<file path="config.mk">
export PLATFORM = sky130hd
export DESIGN_NAME = chpc_host
export DESIGN_NICKNAME = d
export VERILOG_FILES = /design/src/logic/chpc_pkg.sv /design/src/logic/chpc_host.sv
export SDC_FILE = /design/constraint.sdc
export NUM_CORES = 1
export LEC_CHECK = 0
export ABC_AREA = 1
export BUFFER_PORTS_ARGS = -buffer_cell sky130_fd_sc_hd__buf_2
export CAP_MARGIN = 10
export CORE_ASPECT_RATIO = 2
export CORE_UTILIZATION = 30
export DETAILED_ROUTE_END_ITERATION = 10
export SYNTH_ARGS = -nofsm -noshare
export SYNTH_HDL_FRONTEND = slang
export SYNTH_SLANG_ARGS = --single-unit
</file>
<file path="constraint.sdc">
create_clock -name clock -period 1.79 [get_ports clock]
set_input_delay 0.358 -clock clock [delete_from_list [all_inputs] [get_ports clock]]
set_output_delay 0.358 -clock clock [all_outputs]
set_load 0.01 [all_outputs]
</file>
<file path="src/logic/chpc_pkg.sv">
package chpc_pkg;

    // Clock rate in MHz, the cycle timing of one card write, and the card reset pulse and recovery times.
    localparam int CLK_MHZ = 50;
    localparam int SETUP_NS = 30;
    localparam int STROBE_NS = 80;
    localparam int HOLD_NS = 20;
    localparam int RESET_PULSE_NS = 10000;
    localparam int RECOVER_NS = 1000000;

    // Least times round up to whole cycles.
    localparam int SETUP_CYC = (SETUP_NS * CLK_MHZ + 999) / 1000;
    localparam int STROBE_CYC = (STROBE_NS * CLK_MHZ + 999) / 1000;
    localparam int HOLD_CYC = (HOLD_NS * CLK_MHZ + 999) / 1000;
    localparam int RESET_CYC = (RESET_PULSE_NS * CLK_MHZ + 999) / 1000;
    localparam int RECOVER_CYC = (RECOVER_NS * CLK_MHZ + 999) / 1000;
    localparam int CNT_W = 16;

    // Register offsets of the software port.
    localparam logic [7:0] ADDR_CTRL = 8'h00;
    localparam logic [7:0] ADDR_CMD = 8'h04;
    localparam logic [7:0] ADDR_STATUS = 8'h08;

    // Control register fields.
    localparam int CTRL_MODE_LSB = 0;
    localparam int CTRL_DMA_EN = 2;
    localparam int CTRL_HW_RESET = 3;

    // Command register fields.
    localparam int CMD_DATA_LSB = 0;
    localparam int CMD_ADDR_LSB = 8;
    localparam int CMD_ATTR = 20;
    localparam int CMD_SOFT_RESET = 21;

    // Status register fields.
    localparam int ST_BUSY = 0;
    localparam int ST_RESET_DONE = 1;
    localparam int ST_WAIT_SEEN = 2;
    localparam int ST_WP_LOW = 3;
    localparam int ST_PORT_WIDE = 4;
    localparam int ST_WORD_XFER = 5;
    localparam int ST_VS_ONE_LOW = 6;
    localparam int ST_VS_TWO_OPEN = 7;
    localparam int ST_DMA_ACTIVE = 8;
    localparam int ST_MODE_LSB = 9;

    // Configuration option register and its soft-reset bit.
    localparam logic [10:0] COR_ADDR = 11'h200;
    localparam logic [7:0] COR_SOFT_RESET = 8'h80;

    typedef enum logic [1:0] {
        MODE_MEM = 2'b00,
        MODE_IO = 2'b01,
        MODE_IDE = 2'b10
    } chpc_mode_t;

    typedef enum logic [2:0] {
        S_IDLE = 3'b000,
        S_RESET = 3'b001,
        S_RECOVER = 3'b010,
        S_SETUP = 3'b011,
        S_STROBE = 3'b100,
        S_HOLD = 3'b101,
        S_DMA = 3'b110
    } chpc_state_t;

endpackage

</file>
<file path="src/logic/chpc_host.sv">
// How it works
// - Attribute select high common, low attribute.
// - Select held low through I/O mode cycles.
// - DMA acknowledge answers card DMA request.
// - Acknowledge held high without DMA support.
// - Write-enable held high in IDE mode.
// - Mode select grounded to choose IDE mode.
module chpc_host #(
    parameter int RECOVER_CYCLES = chpc_pkg::RECOVER_CYC
) (
    // Clock and reset
    input wire logic clock,
    input wire logic rst_n,
    // Software register port
    input wire logic [7:0] regAddr,
    input wire logic [31:0] regWrData,
    input wire logic regWrStb,
    input wire logic regRdStb,
    output logic [31:0] regRdData,
    // Card control pins
    output logic cardResetOut,
    output logic attrSelectN,
    output logic ideModeSelectN,
    output logic writeEnN,
    output logic chipEnN,
    output logic [10:0] cardAddr,
    output logic [7:0] cardDataOut,
    output logic cardDataOe,
    output logic dmaAcknowledgeN,
    // Card status pins
    input wire logic dmaRequest,
    input wire logic ioReadyOut,
    input wire logic sharedStatusN,
    input wire logic voltageSenseOne,
    input wire logic voltageSenseTwo
);

    chpc_pkg::chpc_state_t st_r;
    chpc_pkg::chpc_mode_t mode_r;
    chpc_pkg::chpc_mode_t newMode;
    logic [chpc_pkg::CNT_W-1:0] cnt_r;
    logic dmaEn_r;
    logic resetDone_r;
    logic waitSeen_r;
    logic cmdAttr_r;
    logic [10:0] cmdAddr_r;
    logic [7:0] cmdData_r;
    logic wrCtrl;
    logic wrCmd;
    logic startReset;
    logic cmdGo;
    logic dmaGo;
    logic isIde;
    logic inCycle;
    logic [31:0] statusWord;

    // Decode of software writes; a mode change always forces a card reset.
    assign wrCtrl = regWrStb && (regAddr == chpc_pkg::ADDR_CTRL);
    assign wrCmd = regWrStb && (regAddr == chpc_pkg::ADDR_CMD);
    assign isIde = (mode_r == chpc_pkg::MODE_IDE);
    assign newMode = (regWrData[chpc_pkg::CTRL_MODE_LSB+:2] == 2'h3) ? chpc_pkg::MODE_MEM :
                     chpc_pkg::chpc_mode_t'(regWrData[chpc_pkg::CTRL_MODE_LSB+:2]);
    assign startReset = wrCtrl && (regWrData[chpc_pkg::CTRL_HW_RESET] || (newMode != mode_r));
    // Commands are refused in IDE mode, where the write strobe is not used.
    assign cmdGo = wrCmd && (st_r == chpc_pkg::S_IDLE) && resetDone_r && !isIde;
    // Acknowledge is only ever given as the answer to a request.
    assign dmaGo = isIde && dmaEn_r && dmaRequest;
    assign inCycle = (st_r == chpc_pkg::S_SETUP) || (st_r == chpc_pkg::S_STROBE) || (st_r == chpc_pkg::S_HOLD);

    // Mode and DMA enable; mode only takes effect together with a reset.
    always_ff @(posedge clock or negedge rst_n) begin
        if (!rst_n) begin
            mode_r <= chpc_pkg::MODE_MEM;
            dmaEn_r <= 1'b0;
        end else if (wrCtrl) begin
            mode_r <= newMode;
            dmaEn_r <= regWrData[chpc_pkg::CTRL_DMA_EN];
        end
    end

    // Latch a command; in I/O mode every write goes to attribute space.
    always_ff @(posedge clock or negedge rst_n) begin
        if (!rst_n) begin
            cmdAttr_r <= 1'b0;
            cmdAddr_r <= 11'h000;
            cmdData_r <= 8'h00;
        end else if (cmdGo) begin
            if (regWrData[chpc_pkg::CMD_SOFT_RESET]) begin
                cmdAttr_r <= 1'b1;
                cmdAddr_r <= chpc_pkg::COR_ADDR;
                cmdData_r <= chpc_pkg::COR_SOFT_RESET;
            end else begin
                cmdAttr_r <= regWrData[chpc_pkg::CMD_ATTR] || (mode_r == chpc_pkg::MODE_IO);
                cmdAddr_r <= regWrData[chpc_pkg::CMD_ADDR_LSB+:11];
                cmdData_r <= regWrData[chpc_pkg::CMD_DATA_LSB+:8];
            end
        end
    end

    // Sequencer; the host resets the card from its own power-up onward.
    always_ff @(posedge clock or negedge rst_n) begin
        if (!rst_n) begin
            st_r <= chpc_pkg::S_RESET;
            cnt_r <= chpc_pkg::CNT_W'(chpc_pkg::RESET_CYC - 1);
        end else if (startReset) begin
            st_r <= chpc_pkg::S_RESET;
            cnt_r <= chpc_pkg::CNT_W'(chpc_pkg::RESET_CYC - 1);
        end else begin
            case (st_r)
                chpc_pkg::S_IDLE: begin
                    if (cmdGo) begin
                        st_r <= chpc_pkg::S_SETUP;
                        cnt_r <= chpc_pkg::CNT_W'(chpc_pkg::SETUP_CYC - 1);
                    end else if (dmaGo) begin
                        st_r <= chpc_pkg::S_DMA;
                    end
                end
                chpc_pkg::S_RESET: begin
                    if (cnt_r == '0) begin
                        st_r <= chpc_pkg::S_RECOVER;
                        cnt_r <= chpc_pkg::CNT_W'(RECOVER_CYCLES - 1);
                    end else begin
                        cnt_r <= cnt_r - 1'b1;
                    end
                end
                chpc_pkg::S_RECOVER: begin
                    if (cnt_r == '0) begin
                        st_r <= chpc_pkg::S_IDLE;
                    end else begin
                        cnt_r <= cnt_r - 1'b1;
                    end
                end
                chpc_pkg::S_SETUP: begin
                    if (cnt_r == '0) begin
                        st_r <= chpc_pkg::S_STROBE;
                        cnt_r <= chpc_pkg::CNT_W'(chpc_pkg::STROBE_CYC - 1);
                    end else begin
                        cnt_r <= cnt_r - 1'b1;
                    end
                end
                chpc_pkg::S_STROBE: begin
                    if (cnt_r == '0) begin
                        st_r <= chpc_pkg::S_HOLD;
                        cnt_r <= chpc_pkg::CNT_W'(chpc_pkg::HOLD_CYC - 1);
                    end else begin
                        cnt_r <= cnt_r - 1'b1;
                    end
                end
                chpc_pkg::S_HOLD: begin
                    if (cnt_r == '0) begin
                        st_r <= chpc_pkg::S_IDLE;
                    end else begin
                        cnt_r <= cnt_r - 1'b1;
                    end
                end
                chpc_pkg::S_DMA: begin
                    // The card drops its request to end the burst.
                    if (!dmaRequest || !dmaEn_r || !isIde) begin
                        st_r <= chpc_pkg::S_IDLE;
                    end
                end
                default: begin
                    st_r <= chpc_pkg::S_IDLE;
                end
            endcase
        end
    end

    // Reset completion gates the pin-24 status, which is undefined earlier.
    always_ff @(posedge clock or negedge rst_n) begin
        if (!rst_n) begin
            resetDone_r <= 1'b0;
        end else if (st_r == chpc_pkg::S_RESET || startReset) begin
            resetDone_r <= 1'b0;
        end else if (st_r == chpc_pkg::S_RECOVER && cnt_r == '0) begin
            resetDone_r <= 1'b1;
        end
    end

    // A card should never stretch a cycle, so any wait after reset completion is kept as a fault.
    // The set wins over a clear in the same cycle.
    always_ff @(posedge clock or negedge rst_n) begin
        if (!rst_n) begin
            waitSeen_r <= 1'b0;
        end else if (resetDone_r && !ioReadyOut) begin
            waitSeen_r <= 1'b1;
        end else if (regWrStb && regAddr == chpc_pkg::ADDR_STATUS && regWrData[chpc_pkg::ST_WAIT_SEEN]) begin
            waitSeen_r <= 1'b0;
        end
    end

    // Reset pin polarity follows the selected mode.
    always_ff @(posedge clock or negedge rst_n) begin
        if (!rst_n) begin
            cardResetOut <= 1'b1;
        end else if (st_r == chpc_pkg::S_RESET) begin
            cardResetOut <= !isIde;
        end else begin
            cardResetOut <= isIde;
        end
    end

    // Mode select and DMA acknowledge pins.
    always_ff @(posedge clock or negedge rst_n) begin
        if (!rst_n) begin
            ideModeSelectN <= 1'b1;
            dmaAcknowledgeN <= 1'b1;
        end else begin
            ideModeSelectN <= !isIde;
            // Held high whenever no DMA is running, as a non-DMA host must.
            dmaAcknowledgeN <= !(st_r == chpc_pkg::S_DMA);
        end
    end

    // Write cycle pins; outputs lag the sequencer by one cycle, widths kept.
    always_ff @(posedge clock or negedge rst_n) begin
        if (!rst_n) begin
            attrSelectN <= 1'b1;
            writeEnN <= 1'b1;
            chipEnN <= 1'b1;
            cardAddr <= 11'h000;
            cardDataOut <= 8'h00;
            cardDataOe <= 1'b0;
        end else begin
            attrSelectN <= !(inCycle && cmdAttr_r);
            writeEnN <= !(st_r == chpc_pkg::S_STROBE);
            chipEnN <= !inCycle;
            cardAddr <= inCycle ? cmdAddr_r : 11'h000;
            cardDataOut <= inCycle ? cmdData_r : 8'h00;
            cardDataOe <= inCycle;
        end
    end

    // Status word; pin 24 means a different thing in each mode.
    always_comb begin
        statusWord = 32'h0000_0000;
        statusWord[chpc_pkg::ST_BUSY] = (st_r != chpc_pkg::S_IDLE);
        statusWord[chpc_pkg::ST_RESET_DONE] = resetDone_r;
        statusWord[chpc_pkg::ST_WAIT_SEEN] = waitSeen_r;
        statusWord[chpc_pkg::ST_WP_LOW] = resetDone_r && (mode_r == chpc_pkg::MODE_MEM) && !sharedStatusN;
        statusWord[chpc_pkg::ST_PORT_WIDE] = resetDone_r && (mode_r == chpc_pkg::MODE_IO) && !sharedStatusN;
        statusWord[chpc_pkg::ST_WORD_XFER] = resetDone_r && isIde && !sharedStatusN;
        statusWord[chpc_pkg::ST_VS_ONE_LOW] = !voltageSenseOne;
        statusWord[chpc_pkg::ST_VS_TWO_OPEN] = voltageSenseTwo;
        statusWord[chpc_pkg::ST_DMA_ACTIVE] = (st_r == chpc_pkg::S_DMA);
        statusWord[chpc_pkg::ST_MODE_LSB+:2] = mode_r;
    end

    // Read data stand in the cycle after the strobe only; unmapped reads give zero.
    always_ff @(posedge clock or negedge rst_n) begin
        if (!rst_n) begin
            regRdData <= 32'h0000_0000;
        end else if (regRdStb) begin
            case (regAddr)
                chpc_pkg::ADDR_CTRL: begin
                    regRdData <= {28'h0000000, 1'b0, dmaEn_r, mode_r};
                end
                chpc_pkg::ADDR_STATUS: begin
                    regRdData <= statusWord;
                end
                default: begin
                    regRdData <= 32'h0000_0000;
                end
            endcase
        end else begin
            regRdData <= 32'h0000_0000;
        end
    end
endmodule

</file>
==> impl_metrics.json, run 1 <==
{
  "synth_area_sq_um": 3890,
  "cts_buffers": 9,
  "timing.hold.ws_ns": 0.177,
  "gp_congestion": 0.839,
  "p_per_area_nw_per_um2": 1420,
  "path_class": "register to register",
  "fin_worst_skew_ns": 0.00438,
  "htree_levels": 3,
  "max_freq_mhz": 594,
  "p_clk_share_pct": 26.3,
  "synth-adder-area-share_pct": 0.321,
  "start_kind": "register",
  "fp.dieH_um": 163,
  "syn2layout_area_growth_pct": 25.1,
  "comb_power_share_pct": 40.4,
  "slowest_delay_ns": 0.60,
  "min_period_over_period_pct": 94.0,
  "ir_drop_v": 0.000755,
  "min_from": "voltageSenseOne",
  "ff2ff_path_depth": 8,
  "synth.top_cell.area_share_pct": 43.1,
  "fillers": 1289,
  "critical_path_arrival_ns": 1.93,
  "syn_area_per_cell_sq_um": 8.60,
  "ant_nets": 0,
  "root_buffer": "clkbuf_16",
  "crit_top_cell": "inv_1",
  "setup_violations": 0,
  "fp.dieW_um": 82.6,
  "whs_endpoint": "regRdData[6]",
  "p_leak_uw": 0.00274,
  "synth_commonest_cells": "nand2_1 (119), dfrtp_1 (67), inv_1 (57), nor2_1 (38), o21ai_0 (29)",
  "grt_pass1_wl_mm": 14.3,
  "routed_wl_mm": 8.96,
  "r2r_start": "st_r[0]",
  "yosysWarnings": 0,
  "dpl-instance-area_sq_um": 4500,
  "num_rows": 58,
  "drive_gt1_share_pct": 30.4,
  "endpoint_kind": "register",
  "muxShareOfSynthArea_pct": 0,
  "dp_worst_setup_slack_ns": 0.0542,
  "first_iter_violations": 152,
  "layout_setup_ws_ns": 0.107,
  "ys.flop_type": "dfrtp_1",
  "first_pass_iters": 4,
  "swShare_pct": 38.8,
  "yosys.area.top_type": "dfrtp_1",
  "p_sw_uw": 2680,
  "r2r_slack_ns": 0.11,
  "yosys.area_share.simple_pct": 27.4,
  "clk_pin_slew_ns": 0.06,
  "nets": 605,
  "final_area_sq_um": 4870,
  "track_usage_pct": 14.3,
  "synth_compound_area_share_pct": 6.75,
  "synth_cell_type_count": 34,
  "dp_hpwl_mm": 6.95,
  "path_cells": "inv_1 > nand2_1 > inv_1 > nand2_4 > nand3_4 > nor2_4 > nand3_1 > o21ai_0",
  "antenna_cells": 0,
  "drc": 0,
  "io_pins": 107,
  "drv_cap": 0,
  "die_area_sq_um": 13500,
  "synth_top_family_by_area": "simple AND/OR/NAND/NOR gates",
  "p_int_uw": 4230,
  "seq_area_frac_synth_pct": 52.5,
  "yosys-top-cells-area": "dfrtp_1 (43%), nand2_1 (11%), dfstp_2 (9.4%)",
  "grt_max_degree": 35,
  "synth_cells": 453,
  "synthXorXnorAreaFrac_pct": 2.25,
  "hold_path.class": "primary input to register",
  "cp_slowest_cell": "dfstp_2",
  "cts.path.max_buffers": 2,
  "critPathRequiredTime_ns": 2.04,
  "status": "complete, no violations",
  "wl_per_cell_um": 12.6,
  "cts_sinks": 81,
  "grt_pass1_vias": 3127,
  "worstPathMaxFanout": 7,
  "io_buffers": 74,
  "fin_crit_ns": 1.68,
  "synth_edf_count": 0,
  "core_area_sq_um": 12600,
  "antenna_found_initial": 0,
  "grt_overflow": 0,
  "synth.most_common_cell": "nand2_1",
  "drv_slew": 0,
  "min_path_cells": 2,
  "sequentialPowerShare_pct": 33.3,
  "vias": 3151,
  "hold_viol_final": 0,
  "vias_per_cell": 4.44,
  "finalSetupTns_ns": 0,
  "synth-async-reset-ratio_pct": 100,
  "tritoncts": "done",
  "start_util_pct": 30.8,
  "clk_latency_ns": 0.33,
  "r2r_end": "cnt_r[2]",
  "synth-seq-cells": 81
}
[area by class of cell]
cell class                 count  area [sq um]  area share [%]
clock buffer                  10           229            4.70
clock inverter                 6          66.3            1.36
inverter                      59           221            4.55
multi-input combinational    305          1530            31.5
sequential                    81          2050            42.0
tap                          150           188            3.85
timing repair buffer          99           588            12.1
[cell families after synthesis]
logic type / after synthesis
adders and majority gates: 1
and+or+nand+nor: 224
AOI/OAI and AO/OA: 49
DFF: 81
xor gates and xnor gates: 10
other: 1
buffers and inverters: 87
[how the worst max path moves through the flow]
stage	slack, ns	cells past startpoint	to	from
global placement	0.05	9	cnt_r[2]	st_r[0]
CTS	0.03	9	st_r[1]	cnt_r[1]
floorplan	0.17	10	cnt_r[13]	cnt_r[0]
finish	0.11	8	cnt_r[2]	st_r[0]
detailed placement	0.05	9	st_r[1]	cnt_r[1]
global route	-0.005	10	cnt_r[13]	st_r[0]
[flip-flops by register name, summed over array words and instances (netlist names), 2 cells and up]
signal and cells:
cnt_r 16, cardAddr 11, cmdAddr_r 11, regRdData 11, cardDataOut 8, cmdData_r 8, st_r 3, mode_r 2
[critical path: cells and delay by family, from the launching register on]
family	cells	cell delay, ns
buf+inv	2	0.21
simple gates	5	0.69
compound gates	1	0.09
flops	1	0.60
[power groups by stage]
| stage | combinational [uW] | sequential, uW | clock, uW |
|---|---|---|---|
| final | 2790 | 2300 | 1820 |
| after global routing | 3120 | 2330 | 1950 |
| after CTS | 2600 | 2300 | 1860 |
| after detailed placement | 2590 | 2330 | 0 |
| after global placement | 2550 | 2320 | 0 |
| after floorplan | 1780 | 2310 | 0 |
[stage by stage]
step,power [uW],util [%],cells
2_1_floorplan,4090,-,473
3_3_place_gp,4870,35.6,689
3_5_place_dp,4920,35.6,689
4_1_cts,6760,38.0,706
5_1_grt,7410,38.6,710
6_report,6910,38.6,710
[placed cells by master, fill, tap and decap left out, drive strengths merged, types with 6 or more instances in the layout]
cell type,Yosys,final
nand2,133,133
buf,24,98
dfrtp,67,67
inv,59,60
nor2,51,51
o21ai,32,32
nand3,25,25
conb,1,21
dfstp,14,14
a21oi,10,10
clkbuf,4,10
xor2,9,9
nand4,8,8
nor3,6,6
[metal layers]
layer,up-vias,share of wire [%],GRT usage (%)
li1,1574,-,-
met2,84,58,28.1
met3,20,4.0,2.29
met4,0,4.0,9.01
met1,1473,34,12.4
met5,-,0,0
[repair_timing]
action	CTS	global route
setup buffers	0	4
hold endpoints to repair	19	0
resized for setup	0	9
setup endpoints to repair	0	16
hold buffers	1	0
No activity file was read; power rests on OpenSTA's default activity.
==> run 2: changes to the inputs <==
- CORE_UTILIZATION: 30 -> 45
- PLACE_DENSITY: unset -> 0.76
==> run 2 against run 1 <==
Effect of this change:
- utilization up 19 points
- worst setup slack worse by 0.049 ns
- largest power group unchanged
- sequential share of layout area grew 0.56 points
- clock-buffer cell count down 1
==> impl_metrics.json, run 2 (synthesized netlist as in run 1, its figures left out) <==
{
  "fp.dieH_um": 134,
  "endpoint_kind": "register",
  "grtUsageMet1_pct": 22.3,
  "p_leak_uw": 0.00273,
  "final_cell_mix": "nand2_1 (117), buf_2 (73), dfrtp_1 (65)",
  "num_rows": 47,
  "cts.path.max_buffers": 2,
  "critPathRequiredTime_ns": 1.99,
  "wl_per_cell_um": 13.4,
  "fp.dieW_um": 67.8,
  "drive_gt1_share_pct": 31.2,
  "drv_slew": 0,
  "p_total_uw": 6850,
  "fin_crit_ns": 1.73,
  "top_register": "cnt_r",
  "setup_violations": 0,
  "clk_latency_ns": 0.34,
  "grt_overflow": 0,
  "drc": 0,
  "ir_drop_v": 0.000698,
  "min_period_over_period_pct": 96.8,
  "p_per_area_nw_per_um2": 1420,
  "io_pins": 107,
  "antenna_found_initial": 0,
  "max_freq_mhz": 577,
  "antenna_cells": 0,
  "cts_sinks": 81,
  "io_buffers": 74,
  "dp_worst_setup_slack_ns": 0.0215,
  "nets": 602,
  "ant_nets": 0,
  "cts_buffers": 9,
  "hold_viol_final": 0,
  "use_met2_pct": 38.2,
  "vias": 3267,
  "fin_worst_skew_ns": 0.00682,
  "path_class": "register to register",
  "start_util_pct": 46.6,
  "first_iter_violations": 162,
  "clk_pin_slew_ns": 0.06,
  "drv_cap": 0,
  "critical_path_arrival_ns": 1.94,
  "root_buffer": "clkbuf_16",
  "grt_pass1_vias": 3331,
  "worstPathMaxFanout": 7,
  "vias_per_cell": 4.99,
  "first_pass_iters": 4,
  "finalSetupTns_ns": 0,
  "start_kind": "register",
  "core_area_sq_um": 8350,
  "status": "complete, no violations",
  "routed_wl_mm": 8.79,
  "htree_levels": 3,
  "syn2layout_area_growth_pct": 23.5,
  "layout_setup_ws_ns": 0.0577,
  "track_usage_pct": 21.7,
  "gp_congestion": 0.892,
  "timing.hold.ws_ns": 0.173,
  "grt_pass1_wl_mm": 14.7,
  "top_usage_layer": "met2",
  "hold_path.class": "primary input to register",
  "dp_hpwl_mm": 6.66,
  "tritoncts": "done",
  "final_util_pct": 57.6,
  "die_area_sq_um": 9050,
  "grt_max_degree": 48,
  "grt_use_met3_pct": 4.62,
  "layout_commonest_cell": "nand2_1",
  "largest_reg_flops": 16
}
-- run 2: cell count changes in the layout (fill, tap and decap cells not counted), moves of 2 or more --
cell        delta
buf_4          -2
clkinvlp_4     +2
inv_1          -2
inv_2          +2
nand2_4        +2
nor2_1         -2
nor2_4         +2
-- run 2: final cells by class --
| class | count | area (sq um) |
|---|---|---|
| Fill cell | 750 | 3540 |
| Sequential cell | 81 | 2050 |
| Timing Repair Buffer | 96 | 553 |
| Clock inverter | 7 | 55.1 |
| Tap cell | 98 | 123 |
| Clock buffer | 9 | 225 |
| Multi-Input combinational cell | 305 | 1590 |
| Inverter | 59 | 221 |
-- run 2: path summary, 6_finish.rpt --
| kind | depth (start not counted) | from | end | slack, ns |
|---|---|---|---|---|
| max in group asynchronous | 3 | rst_n | attrSelectN | 0.84 |
| hold reg to reg | 1 | cmdAttr_r | attrSelectN | 0.42 |
| min in group asynchronous | 3 | rst_n | cnt_r[3] | 0.54 |
| setup / recovery | 9 | st_r[0] | cnt_r[2] | 0.06 |
| setup reg to reg | 9 | st_r[0] | cnt_r[2] | 0.06 |
| hold / removal | 2 | voltageSenseOne | regRdData[6] | 0.17 |
-- run 2: what timing repair did --
item | in CTS | in global routing
hold buffers | 1 | 0
endpoints found under the hold margin | 1 | 0
resized for setup | 0 | 22
setup endpoints to repair | 0 | 20
buffers inserted | 0 | 4
-- run 2: critical path: stages, from the launching register on --
cell and delay [ns]:
dfstp_2 0.62, nor2_1 0.10, nand2_1 0.11, nand2_2 0.09, inv_2 0.11, nand4_1 0.17
nand2_4 0.15, inv_1 0.08, nand3_1 0.07, o21ai_0 0.09
-- run 2: routing by layer --
layer | vias up | routed length (um)
li1 | 1569 | -
met1 | 1538 | 3050
met5 | - | 0
met3 | 37 | 458
met4 | 0 | 346
met2 | 123 | 4930
-- run 2: power breakdown --
group	total (uW)	switching, uW	internal (uW)	leakage [uW]
Sequential	2320	213	2110	0.00107
Combinational	2840	1830	1010	0.00153
Clock	1680	737	947	0.000132
-- run 2: per-stage QoR --
step,instance area [sq um],std cells
2_1_floorplan,3970,473
3_3_place_gp,4410,634
3_5_place_dp,4410,634
4_1_cts,4700,651
5_1_grt,4810,655
6_report,4810,655
